File: src/scr_defs.svh
`ifndef SCR_DEFS_SVH
`define SCR_DEFS_SVH

// ----------------------------------------
// clock and divider figures
// ----------------------------------------
`define SCR_CLK_NS        25
`define SCR_DIV           10'd586
`define SCR_DIV_HALF      10'd293
`define SCR_SEC_CYC       17'h08000

// ----------------------------------------
// frequency tuning
// ----------------------------------------
// one cycle per ten-second block is one tuning step
`define SCR_TUNE_BLOCK    4'd10
`define SCR_TUNE_MAX      7'sd63
`define SCR_TUNE_MIN      -7'sd63

// ----------------------------------------
// low-frequency oscillator calibration
// ----------------------------------------
`define SCR_CAL_WIN       6'd63
`define SCR_CAL_EXP       16'd37504

// ----------------------------------------
// power-loss pause and oscillator watchdog
// ----------------------------------------
`define SCR_PAUSE_SEC     2'd3
`define SCR_OSC_STOP_NS   100000
`define SCR_OSC_STOP_CYC  (`SCR_OSC_STOP_NS / `SCR_CLK_NS)

`endif

File: src/scr_pkg.sv
package scr_pkg;

	// ----------------------------------------
	// sleep clock source selection
	// ----------------------------------------
	typedef enum logic [1:0] {
		SCR_SRC_RCDIV = 2'b00,
		SCR_SRC_XODIV = 2'b01,
		SCR_SRC_LFOSC = 2'b10
	} scr_src_t;

endpackage : scr_pkg

File: src/scr_div.sv
`timescale 1ns/1ps
`include "scr_defs.svh"

module scr_div (
	input  wire logic i_core_clk,
	input  wire logic i_nrst,
	input  wire logic i_src_tick,
	output logic      o_div_clk,
	output logic      o_div_rise
);

	// ----------------------------------------
	// fixed integer divider
	// ----------------------------------------
	logic [9:0] cnt_r;
	logic [9:0] cnt_nxt;
	logic       wrap;
	logic       half;

	// wrap and mid-point decode
	assign wrap    = i_src_tick && (cnt_r == `SCR_DIV - 10'd1);
	assign half    = i_src_tick && (cnt_r == `SCR_DIV_HALF - 10'd1);
	assign cnt_nxt = wrap ? 10'd0 : cnt_r + 10'd1;

	// count source edges
	always_ff @(posedge i_core_clk or negedge i_nrst)
	begin
		if (!i_nrst)
			cnt_r <= 10'd0;
		else if (i_src_tick)
			cnt_r <= cnt_nxt;
	end

	// square output: low for first half, high for second
	always_ff @(posedge i_core_clk or negedge i_nrst)
	begin
		if (!i_nrst)
		begin
			o_div_clk  <= 1'b0;
			o_div_rise <= 1'b0;
		end
		else
		begin
			o_div_clk  <= half ? 1'b1 : (wrap ? 1'b0 : o_div_clk);
			o_div_rise <= half;
		end
	end

endmodule : scr_div

File: src/scr_rtc.sv
`timescale 1ns/1ps
`include "scr_defs.svh"

module scr_rtc (
	input  wire logic        i_core_clk,
	input  wire logic        i_nrst,
	input  wire logic        i_xo_tick,
	input  wire logic        i_rcosc_tick,
	input  wire logic        i_lfosc_clk,
	input  wire logic        i_xo_ok,
	input  wire logic        i_lfosc_ok,
	input  wire logic        i_sys_on,
	input  wire logic        i_sw_sel_xo,
	input  wire logic        i_gpio_route_en,
	input  wire logic        i_batt_present,
	input  wire logic        i_backup_cell_supply_low,
	input  wire logic        i_brief_power_loss_event,
	input  wire logic [6:0]  i_tune,
	input  wire logic        i_time_wr,
	input  wire logic [31:0] i_time_wdata,
	input  wire logic        i_alarm_wr,
	input  wire logic [31:0] i_alarm_wdata,
	input  wire logic        i_alarm_en,
	output logic             o_sleep_clk,
	output logic             o_gpio_sleep_clk,
	output logic [1:0]       o_src,
	output logic [31:0]      o_time,
	output logic [31:0]      o_alarm,
	output logic             o_time_valid,
	output logic             o_sec_tick,
	output logic             o_alarm_irq,
	output logic             o_rtc_reset_irq,
	output logic             o_osc_stop_irq,
	output logic [15:0]      o_lfosc_cal_err,
	output logic             o_lfosc_cal_done
);

	// ----------------------------------------
	// divided sources
	// ----------------------------------------
	logic xo_clk;
	logic xo_rise;
	logic rc_clk;
	logic rc_rise;

	scr_div u_xo_div (
		.i_core_clk (i_core_clk),
		.i_nrst     (i_nrst),
		.i_src_tick (i_xo_tick),
		.o_div_clk  (xo_clk),
		.o_div_rise (xo_rise)
	);

	scr_div u_rc_div (
		.i_core_clk (i_core_clk),
		.i_nrst     (i_nrst),
		.i_src_tick (i_rcosc_tick),
		.o_div_clk  (rc_clk),
		.o_div_rise (rc_rise)
	);

	// ----------------------------------------
	// source selection
	// ----------------------------------------
	scr_pkg::scr_src_t src_r;
	scr_pkg::scr_src_t src_nxt;
	logic              lf_d_r;
	logic              lf_rise;
	logic              sel_clk;
	logic              sel_rise;
	logic              use_xo;
	logic              use_lf;

	// while on without the software switch, rc stays selected
	assign use_xo  = i_sys_on && i_sw_sel_xo && i_xo_ok;
	// rc only as last resort once switched
	assign use_lf  = i_sys_on && i_sw_sel_xo && !i_xo_ok && i_lfosc_ok;
	// powered off always runs on low-freq osc
	assign src_nxt = !i_sys_on ? scr_pkg::SCR_SRC_LFOSC :
	                 use_xo    ? scr_pkg::SCR_SRC_XODIV :
	                 use_lf    ? scr_pkg::SCR_SRC_LFOSC :
	                             scr_pkg::SCR_SRC_RCDIV;

	// low-freq osc level edge, input is already synchronous
	assign lf_rise = i_lfosc_clk && !lf_d_r;

	// selected level feeds the clock outputs, selected edge the counter
	assign sel_clk  = (src_r == scr_pkg::SCR_SRC_XODIV) ? xo_clk :
	                  (src_r == scr_pkg::SCR_SRC_LFOSC) ? i_lfosc_clk :
	                                                      rc_clk;
	assign sel_rise = (src_r == scr_pkg::SCR_SRC_XODIV) ? xo_rise :
	                  (src_r == scr_pkg::SCR_SRC_LFOSC) ? lf_rise :
	                                                      rc_rise;

	// selection register, rc after reset
	always_ff @(posedge i_core_clk or negedge i_nrst)
	begin
		if (!i_nrst)
		begin
			src_r  <= scr_pkg::SCR_SRC_RCDIV;
			lf_d_r <= 1'b0;
		end
		else
		begin
			src_r  <= src_nxt;
			lf_d_r <= i_lfosc_clk;
		end
	end

	// host and gpio copies; switching may stretch one phase
	always_ff @(posedge i_core_clk or negedge i_nrst)
	begin
		if (!i_nrst)
		begin
			o_sleep_clk      <= 1'b0;
			o_gpio_sleep_clk <= 1'b0;
		end
		else
		begin
			o_sleep_clk      <= sel_clk;
			o_gpio_sleep_clk <= sel_clk && i_gpio_route_en;
		end
	end

	assign o_src = src_r;

	// ----------------------------------------
	// one-second prescaler with tuning
	// ----------------------------------------
	logic [15:0] sec_cnt_r;
	logic [3:0]  blk_r;
	logic [6:0]  tune_c;
	logic [16:0] sec_len;
	logic [15:0] sec_last;
	logic        sec_end;
	logic        blk_end;

	// clamp to +-63 steps, about +-192 ppm
	assign tune_c   = ($signed(i_tune) > `SCR_TUNE_MAX) ? `SCR_TUNE_MAX :
	                  ($signed(i_tune) < `SCR_TUNE_MIN) ? `SCR_TUNE_MIN :
	                  i_tune;
	// last second of the block absorbs the correction
	assign blk_end  = (blk_r == `SCR_TUNE_BLOCK - 4'd1);
	assign sec_len  = blk_end ? (`SCR_SEC_CYC - {{10{tune_c[6]}}, tune_c})
	                          : `SCR_SEC_CYC;
	assign sec_last = sec_len[15:0] - 16'd1;
	// tick on the last sleep cycle of the second
	assign sec_end  = sel_rise && (sec_cnt_r == sec_last);

	always_ff @(posedge i_core_clk or negedge i_nrst)
	begin
		if (!i_nrst)
			sec_cnt_r <= 16'd0;
		else if (sec_end)
			sec_cnt_r <= 16'd0;
		else if (sel_rise)
			sec_cnt_r <= sec_cnt_r + 16'd1;
	end

	// tuning block position
	always_ff @(posedge i_core_clk or negedge i_nrst)
	begin
		if (!i_nrst)
			blk_r <= 4'd0;
		else if (sec_end)
			blk_r <= blk_end ? 4'd0 : blk_r + 4'd1;
	end

	// ----------------------------------------
	// time, alarm and validity
	// ----------------------------------------
	logic [31:0] time_r;
	logic [31:0] alarm_r;
	logic [1:0]  pause_r;
	logic        valid_r;
	logic        coin_bad;
	logic        coin_bad_d_r;
	logic        coin_fall;
	logic        loss_evt;
	logic        invalidate;
	logic        advance;

	// backup collapse only counts without battery
	assign coin_bad   = !i_batt_present && i_backup_cell_supply_low;
	assign coin_fall  = coin_bad && !coin_bad_d_r;
	// power-loss event counts with battery present
	assign loss_evt   = i_brief_power_loss_event && i_batt_present;
	assign invalidate = loss_evt || coin_fall;
	// no dependency on i_sys_on, runs while off
	assign advance    = sec_end && (pause_r == 2'd0);

	// 32-bit time, software write wins over a tick
	always_ff @(posedge i_core_clk or negedge i_nrst)
	begin
		if (!i_nrst)
			time_r <= 32'h0000_0000;
		else if (i_time_wr)
			time_r <= i_time_wdata;
		else if (advance)
			time_r <= time_r + 32'd1;
	end

	// pause a few seconds after the loss event
	always_ff @(posedge i_core_clk or negedge i_nrst)
	begin
		if (!i_nrst)
			pause_r <= 2'd0;
		else if (loss_evt)
			pause_r <= `SCR_PAUSE_SEC;
		else if (i_time_wr)
			pause_r <= 2'd0;
		else if (sec_end && (pause_r != 2'd0))
			pause_r <= pause_r - 2'd1;
	end

	// invalidation beats a same-cycle software write
	always_ff @(posedge i_core_clk or negedge i_nrst)
	begin
		if (!i_nrst)
		begin
			valid_r      <= 1'b0;
			coin_bad_d_r <= 1'b0;
		end
		else
		begin
			valid_r      <= invalidate ? 1'b0 : (i_time_wr | valid_r);
			coin_bad_d_r <= coin_bad;
		end
	end

	always_ff @(posedge i_core_clk or negedge i_nrst)
	begin
		if (!i_nrst)
			alarm_r <= 32'h0000_0000;
		else if (i_alarm_wr)
			alarm_r <= i_alarm_wdata;
	end

	assign o_time       = time_r;
	assign o_alarm      = alarm_r;
	assign o_time_valid = valid_r;

	// ----------------------------------------
	// event pulses
	// ----------------------------------------
	logic        hit;
	logic        hit_d_r;
	logic [11:0] stop_cnt_r;
	logic        stopped_r;
	logic        stop_now;

	assign hit      = i_alarm_en && (time_r == alarm_r);
	// watchdog sees no selected edge for too long
	assign stop_now = !sel_rise && !stopped_r &&
	                  (stop_cnt_r == 12'(`SCR_OSC_STOP_CYC - 1));

	// oscillator watchdog counter
	always_ff @(posedge i_core_clk or negedge i_nrst)
	begin
		if (!i_nrst)
			stop_cnt_r <= 12'd0;
		else if (sel_rise)
			stop_cnt_r <= 12'd0;
		else if (!stopped_r && !stop_now)
			stop_cnt_r <= stop_cnt_r + 12'd1;
	end

	// stopped flag rearms on the next edge
	always_ff @(posedge i_core_clk or negedge i_nrst)
	begin
		if (!i_nrst)
			stopped_r <= 1'b0;
		else if (sel_rise)
			stopped_r <= 1'b0;
		else if (stop_now)
			stopped_r <= 1'b1;
	end

	// registered one-cycle pulses
	always_ff @(posedge i_core_clk or negedge i_nrst)
	begin
		if (!i_nrst)
		begin
			hit_d_r         <= 1'b0;
			o_alarm_irq     <= 1'b0;
			o_rtc_reset_irq <= 1'b0;
			o_osc_stop_irq  <= 1'b0;
			o_sec_tick      <= 1'b0;
		end
		else
		begin
			hit_d_r         <= hit;
			o_alarm_irq     <= hit && !hit_d_r;
			o_rtc_reset_irq <= invalidate;
			o_osc_stop_irq  <= stop_now;
			o_sec_tick      <= advance;
		end
	end

	// ----------------------------------------
	// low-freq oscillator calibration
	// ----------------------------------------
	logic [5:0]  cal_lf_r;
	logic [15:0] cal_xo_r;
	logic [15:0] cal_xo_inc;
	logic        cal_end;

	// count crystal ticks over 64 low-freq periods
	assign cal_xo_inc = cal_xo_r + {15'd0, i_xo_tick};
	assign cal_end    = i_xo_ok && lf_rise && (cal_lf_r == `SCR_CAL_WIN);

	// window counters restart when the crystal drops out
	always_ff @(posedge i_core_clk or negedge i_nrst)
	begin
		if (!i_nrst)
		begin
			cal_lf_r <= 6'd0;
			cal_xo_r <= 16'd0;
		end
		else if (!i_xo_ok || cal_end)
		begin
			cal_lf_r <= 6'd0;
			cal_xo_r <= 16'd0;
		end
		else
		begin
			cal_lf_r <= cal_lf_r + {5'd0, lf_rise};
			cal_xo_r <= cal_xo_inc;
		end
	end

	// error against nominal, positive means osc is slow
	always_ff @(posedge i_core_clk or negedge i_nrst)
	begin
		if (!i_nrst)
		begin
			o_lfosc_cal_err  <= 16'h0000;
			o_lfosc_cal_done <= 1'b0;
		end
		else
		begin
			if (cal_end)
				o_lfosc_cal_err <= cal_xo_inc - `SCR_CAL_EXP;
			o_lfosc_cal_done <= cal_end;
		end
	end

	// ----------------------------------------
	// checks
	// ----------------------------------------
	a_powerup_rc: assert property (
		@(posedge i_core_clk) disable iff (!i_nrst)
		(i_sys_on && !i_sw_sel_xo) |=> (o_src == 2'b00))
		else $error("rc not held before software switch");

	a_off_lfosc: assert property (
		@(posedge i_core_clk) disable iff (!i_nrst)
		!i_sys_on |=> (o_src == 2'b10))
		else $error("low-freq osc not selected while off");

	a_xo_chosen: assert property (
		@(posedge i_core_clk) disable iff (!i_nrst)
		(i_sys_on && i_sw_sel_xo && i_xo_ok) |=> (o_src == 2'b01))
		else $error("crystal source not taken");

	a_rc_fallback: assert property (
		@(posedge i_core_clk) disable iff (!i_nrst)
		(i_sys_on && i_sw_sel_xo && i_lfosc_ok) |=> (o_src != 2'b00))
		else $error("rc used while other source present");

	a_time_step: assert property (
		@(posedge i_core_clk) disable iff (!i_nrst)
		(advance && !i_time_wr) |=> (o_time == $past(o_time) + 32'd1)
		##0 o_sec_tick)
		else $error("time did not step on the second");

	a_loss_pause: assert property (
		@(posedge i_core_clk) disable iff (!i_nrst)
		loss_evt |=> (o_rtc_reset_irq && !o_time_valid
		&& pause_r == 2'd3))
		else $error("power-loss handling wrong");

	a_coin_reset: assert property (
		@(posedge i_core_clk) disable iff (!i_nrst)
		$rose(coin_bad) |=> (o_rtc_reset_irq && !o_time_valid))
		else $error("backup collapse not flagged");

	a_alarm_fire: assert property (
		@(posedge i_core_clk) disable iff (!i_nrst)
		(hit && !hit_d_r) |=> o_alarm_irq ##1 !o_alarm_irq)
		else $error("alarm pulse wrong");

	a_osc_stop: assert property (
		@(posedge i_core_clk) disable iff (!i_nrst)
		stop_now |=> (o_osc_stop_irq && stopped_r && !o_rtc_reset_irq
		|| o_osc_stop_irq && stopped_r))
		else $error("osc stop not reported");

	a_gpio_gate: assert property (
		@(posedge i_core_clk) disable iff (!i_nrst)
		!i_gpio_route_en |=> !o_gpio_sleep_clk)
		else $error("gpio sleep clock leaks when unrouted");

	a_tune_range: assert property (
		@(posedge i_core_clk) disable iff (!i_nrst)
		(sec_len >= 17'd32705) && (sec_len <= 17'd32831))
		else $error("tuned second out of range");

endmodule : scr_rtc

File: config.mk
export PLATFORM = sky130hd
export DESIGN_NAME = scr_rtc
export DESIGN_NICKNAME = d
export VERILOG_FILES = /design/src/scr_pkg.sv /design/src/scr_div.sv /design/src/scr_rtc.sv
export VERILOG_INCLUDE_DIRS = /design/src
export SDC_FILE = /design/constraint.sdc
export NUM_CORES = 1
export LEC_CHECK = 0
export BUFFER_PORTS_ARGS = -buffer_cell sky130_fd_sc_hd__buf_4
export CAP_MARGIN = 0
export CORE_ASPECT_RATIO = 1.4
export CORE_MARGIN = 2
export CORE_UTILIZATION = 26
export DETAILED_ROUTE_END_ITERATION = 10
export PLACE_DENSITY = 0.51
export RECOVER_POWER = 100
export SYNTH_ARGS = -nofsm -noshare
export SYNTH_HDL_FRONTEND = slang
export SYNTH_SLANG_ARGS = --single-unit
File: constraint.sdc
create_clock -name i_core_clk -period 4.42 [get_ports i_core_clk]
set_input_delay 0.442 -clock i_core_clk [delete_from_list [all_inputs] [get_ports i_core_clk]]
set_output_delay 0.442 -clock i_core_clk [all_outputs]
set_load 0.02 [all_outputs]
==> flow_metrics.env <==
export IMPL_layout_common_cells="174 x dfrtp_1, 133 x buf_4, 108 x nor2_1"
export IMPL_vias_per_cell=4.95
export IMPL_cts_root_buf="clkbuf_16"
export IMPL_run_status="finished with violations"
export IMPL_gr_total_overflow=0
export IMPL_period_needed_ns=4.17
export IMPL_hold_buffers=0
export IMPL_ys_flop_type="dfrtp_1"
export IMPL_relSlewSlack=-0.835
export IMPL_tightest_slew_ns=2.75
export IMPL_worstReg2RegStart="blk_r[0]"
export IMPL_violations="max-capacitance violations, max-slew violations"
export IMPL_p_per_area_mw_per_mm2=349
export IMPL_grt_max_degree=106
export IMPL_worst_r2r_endpoint="o_time[9]"
export IMPL_start_kind="input pin"
export IMPL_setup_viol=0
export IMPL_yosys_cell_types_count=67
export IMPL_io_buffers=176
export IMPL_die_area_sq_mm=0.0387
export IMPL_cts_sinks=174
export IMPL_grt_use_total=0.152
export IMPL_yosysWarnings=0
export IMPL_mostFrequentLayoutCell="dfrtp_1"
export IMPL_async_flop_share=1.00
export IMPL_grt_setup_unrepaired="no"
export IMPL_htree_levels=4
export IMPL_hold_start="i_lfosc_clk"
export IMPL_numCtsBuffers=17
export IMPL_synth_top_area_frac=0.451
export IMPL_final_max_slew_viol_count=139
export IMPL_hpwl_mm=22.2
export IMPL_die_x_um=167
export IMPL_r2r_slack_ns=0.57
export IMPL_reg2reg_depth=14
export IMPL_die_h_um=232
export IMPL_cts_buffer_depth=2
export IMPL_final_area_sq_mm=0.0122
export IMPL_tritoncts="built"
export IMPL_layout_setup_ws_ns=0.252
export IMPL_grt_pass1_wl_mm=46.5
export IMPL_critPathCaptureType="flop"
export IMPL_path_max_fanout=21
export IMPL_crit_type="input pin to flop"
export IMPL_synth_seq_area_share=0.451
export IMPL_min_path_cells=1
export IMPL_synth_area_top_cells="dfrtp_1 45%, xor2_1 6.4%, mux2_2 4.3%"
export IMPL_wl_per_cell_um=17.2
export IMPL_area_delta_synth_final_pct=26.4
export IMPL_drt_iter0_markers=461
export IMPL_drc=0
export IMPL_cp_required_ns=4.79
export IMPL_clk_pin_slew_ns=0.07
export IMPL_min_period_over_period=0.943
export IMPL_hold_viol_final=0
export IMPL_coreArea_sq_mm=0.0367
export IMPL_grt_pass1_vias=8404
export IMPL_syn_area_per_cell_sq_um=9.50
export IMPL_fin_skew_ns=0.0173
export IMPL_fmax_mhz=240
export IMPL_initial_core_util=0.263
export IMPL_drt_wl_total_mm=29.4
export IMPL_arrival_ns=4.54
export IMPL_antenna_found_initial=0
export IMPL_placed_area_sq_mm=0.0120
export IMPL_synthCells=1016
export IMPL_drtPass1Iterations=6
export IMPL_ir_worst_vdd_mv=0.271
export IMPL_max_cap_viol_count=2
export IMPL_hp_class="input pin to flop"
export IMPL_diodes=0
export IMPL_vias=8464
export IMPL_ys_seq_elements=174
export IMPL_drtAntennaViolNets=0
export IMPL_drive_gt1_frac=0.195
export IMPL_syn_cell_area_sq_mm=0.00965
export IMPL_io_pins=177
export IMPL_pre_cts_ws_ns=-0.233
export IMPL_min_to="lf_d_r"
export IMPL_synth_enable_flop_cells=0
export IMPL_finalNetCount=1339
export IMPL_synth_top_area_cell="dfrtp_1"
export IMPL_syn_nets=1123
export IMPL_p_leak_nw=5.06
export IMPL_gp_congestion=0.840
export IMPL_rows=83
export IMPL_clk_latency_ns=0.45
## worst max-delay path by stage
stage | from | to | slack, ns | cells after the start
after floorplan | i_tune[4] | o_time[30] | -0.41 | 22
after global placement | i_tune[4] | o_time[21] | -0.16 | 20
after detailed placement | i_tune[4] | o_time[11] | -0.23 | 20
after CTS | i_tune[4] | o_time[13] | 0.24 | 19
after global routing | i_tune[4] | o_time[10] | 0.009 | 21
final | i_tune[4] | o_time[9] | 0.25 | 21
## synthesized netlist by cell type, types with 30 or more instances
cell type and number:
clkbuf_1 38, nand3_1 42, xnor2_1 33, a21oi_1 30
nor2_1 109, a31oi_1 33, xor2_1 70, mux2_2 37
nand2_1 80, o21ai_0 48, nand4_1 37, dfrtp_1 174
## flip-flops by register name, summed over array words and instances, names as in the netlist, 2 cells and up
signal	cells
u_rc_div.cnt_r	10
o_time	32
stop_cnt_r	12
sec_cnt_r	16
u_xo_div.cnt_r	10
o_lfosc_cal_err	16
pause_r	2
cal_xo_r	16
o_alarm	32
o_src	2
cal_lf_r	6
blk_r	4
## power breakdown
group / total (W) / leakage (nW) / switching, W / internal (W)
Combinational: 0.000791 / 2.58 / 0.000451 / 0.000340
Sequential: 0.00196 / 2.20 / 0.000216 / 0.00174
Clock: 0.00151 / 0.282 / 0.000652 / 0.000855
Total: 0.00425 / 5.06 / 0.00132 / 0.00294
## layout make-up
cell class                      count  area (sq um)
Sequential cell                   174          4350
Multi-Input combinational cell    771          5100
Tap cell                          467           584
Timing Repair Buffer              246          1500
Fill cell                        3836         24500
Clock inverter                     10           114
Inverter                           22          82.6
Clock buffer                       20           457
## worst max-delay path: stages
cell and delay (ns):
buf_4 0.12, nor4_4 0.29, nand2_2 0.08, nand2_1 0.07
ha_1 0.29, inv_1 0.12, nand2_1 0.10, ha_4 0.26
nand2_1 0.06, ha_2 0.21, inv_1 0.08, a211o_1 0.29
o211a_1 0.23, or3_1 0.38, a222oi_1 0.37, nand4_1 0.13
buf_4 0.19, buf_12 0.16, clkbuf_2 0.15, or3_1 0.35
a31oi_1 0.16
## stage by stage
stage | total power [W] | hold slack (ns) | utilization | TNS (ns) | cells
3_5_place_dp | 0.00284 | 0.391 | 0.327 | -5.21 | 1678
2_1_floorplan | 0.00242 | 0.146 | - | -12.04 | 1016
4_1_cts | 0.00438 | 0.0885 | 0.343 | 0 | 1708
5_1_grt | 0.00449 | 0.115 | 0.333 | 0 | 1710
3_3_place_gp | 0.00283 | 0.389 | 0.327 | -3.64 | 1678
6_report | 0.00425 | 0.148 | 0.333 | 0 | 1710
## logic make-up after synthesis
logic type | share of synthesized area
compound gates | 0.127
xor+xnor | 0.0935
fa+ha+maj | 0.0259
buf+inv | 0.0281
flops | 0.451
mux | 0.0504
simple gates | 0.223
## per-layer routing
layer / global-route usage / vias to the layer above / share of wire
li1: - / 4131 / -
met1: 0.183 / 4154 / 0.42
met2: 0.268 / 153 / 0.52
met3: 0.0346 / 26 / 0.041
met4: 0.0496 / 0 / 0.017
met5: 0 / - / 0
## what timing repair did
item | CTS | global route
resized for setup | 0 | 3
setup endpoints to repair | 0 | 20
setup buffers | 0 | 1
(Power assumes the default switching activity.)
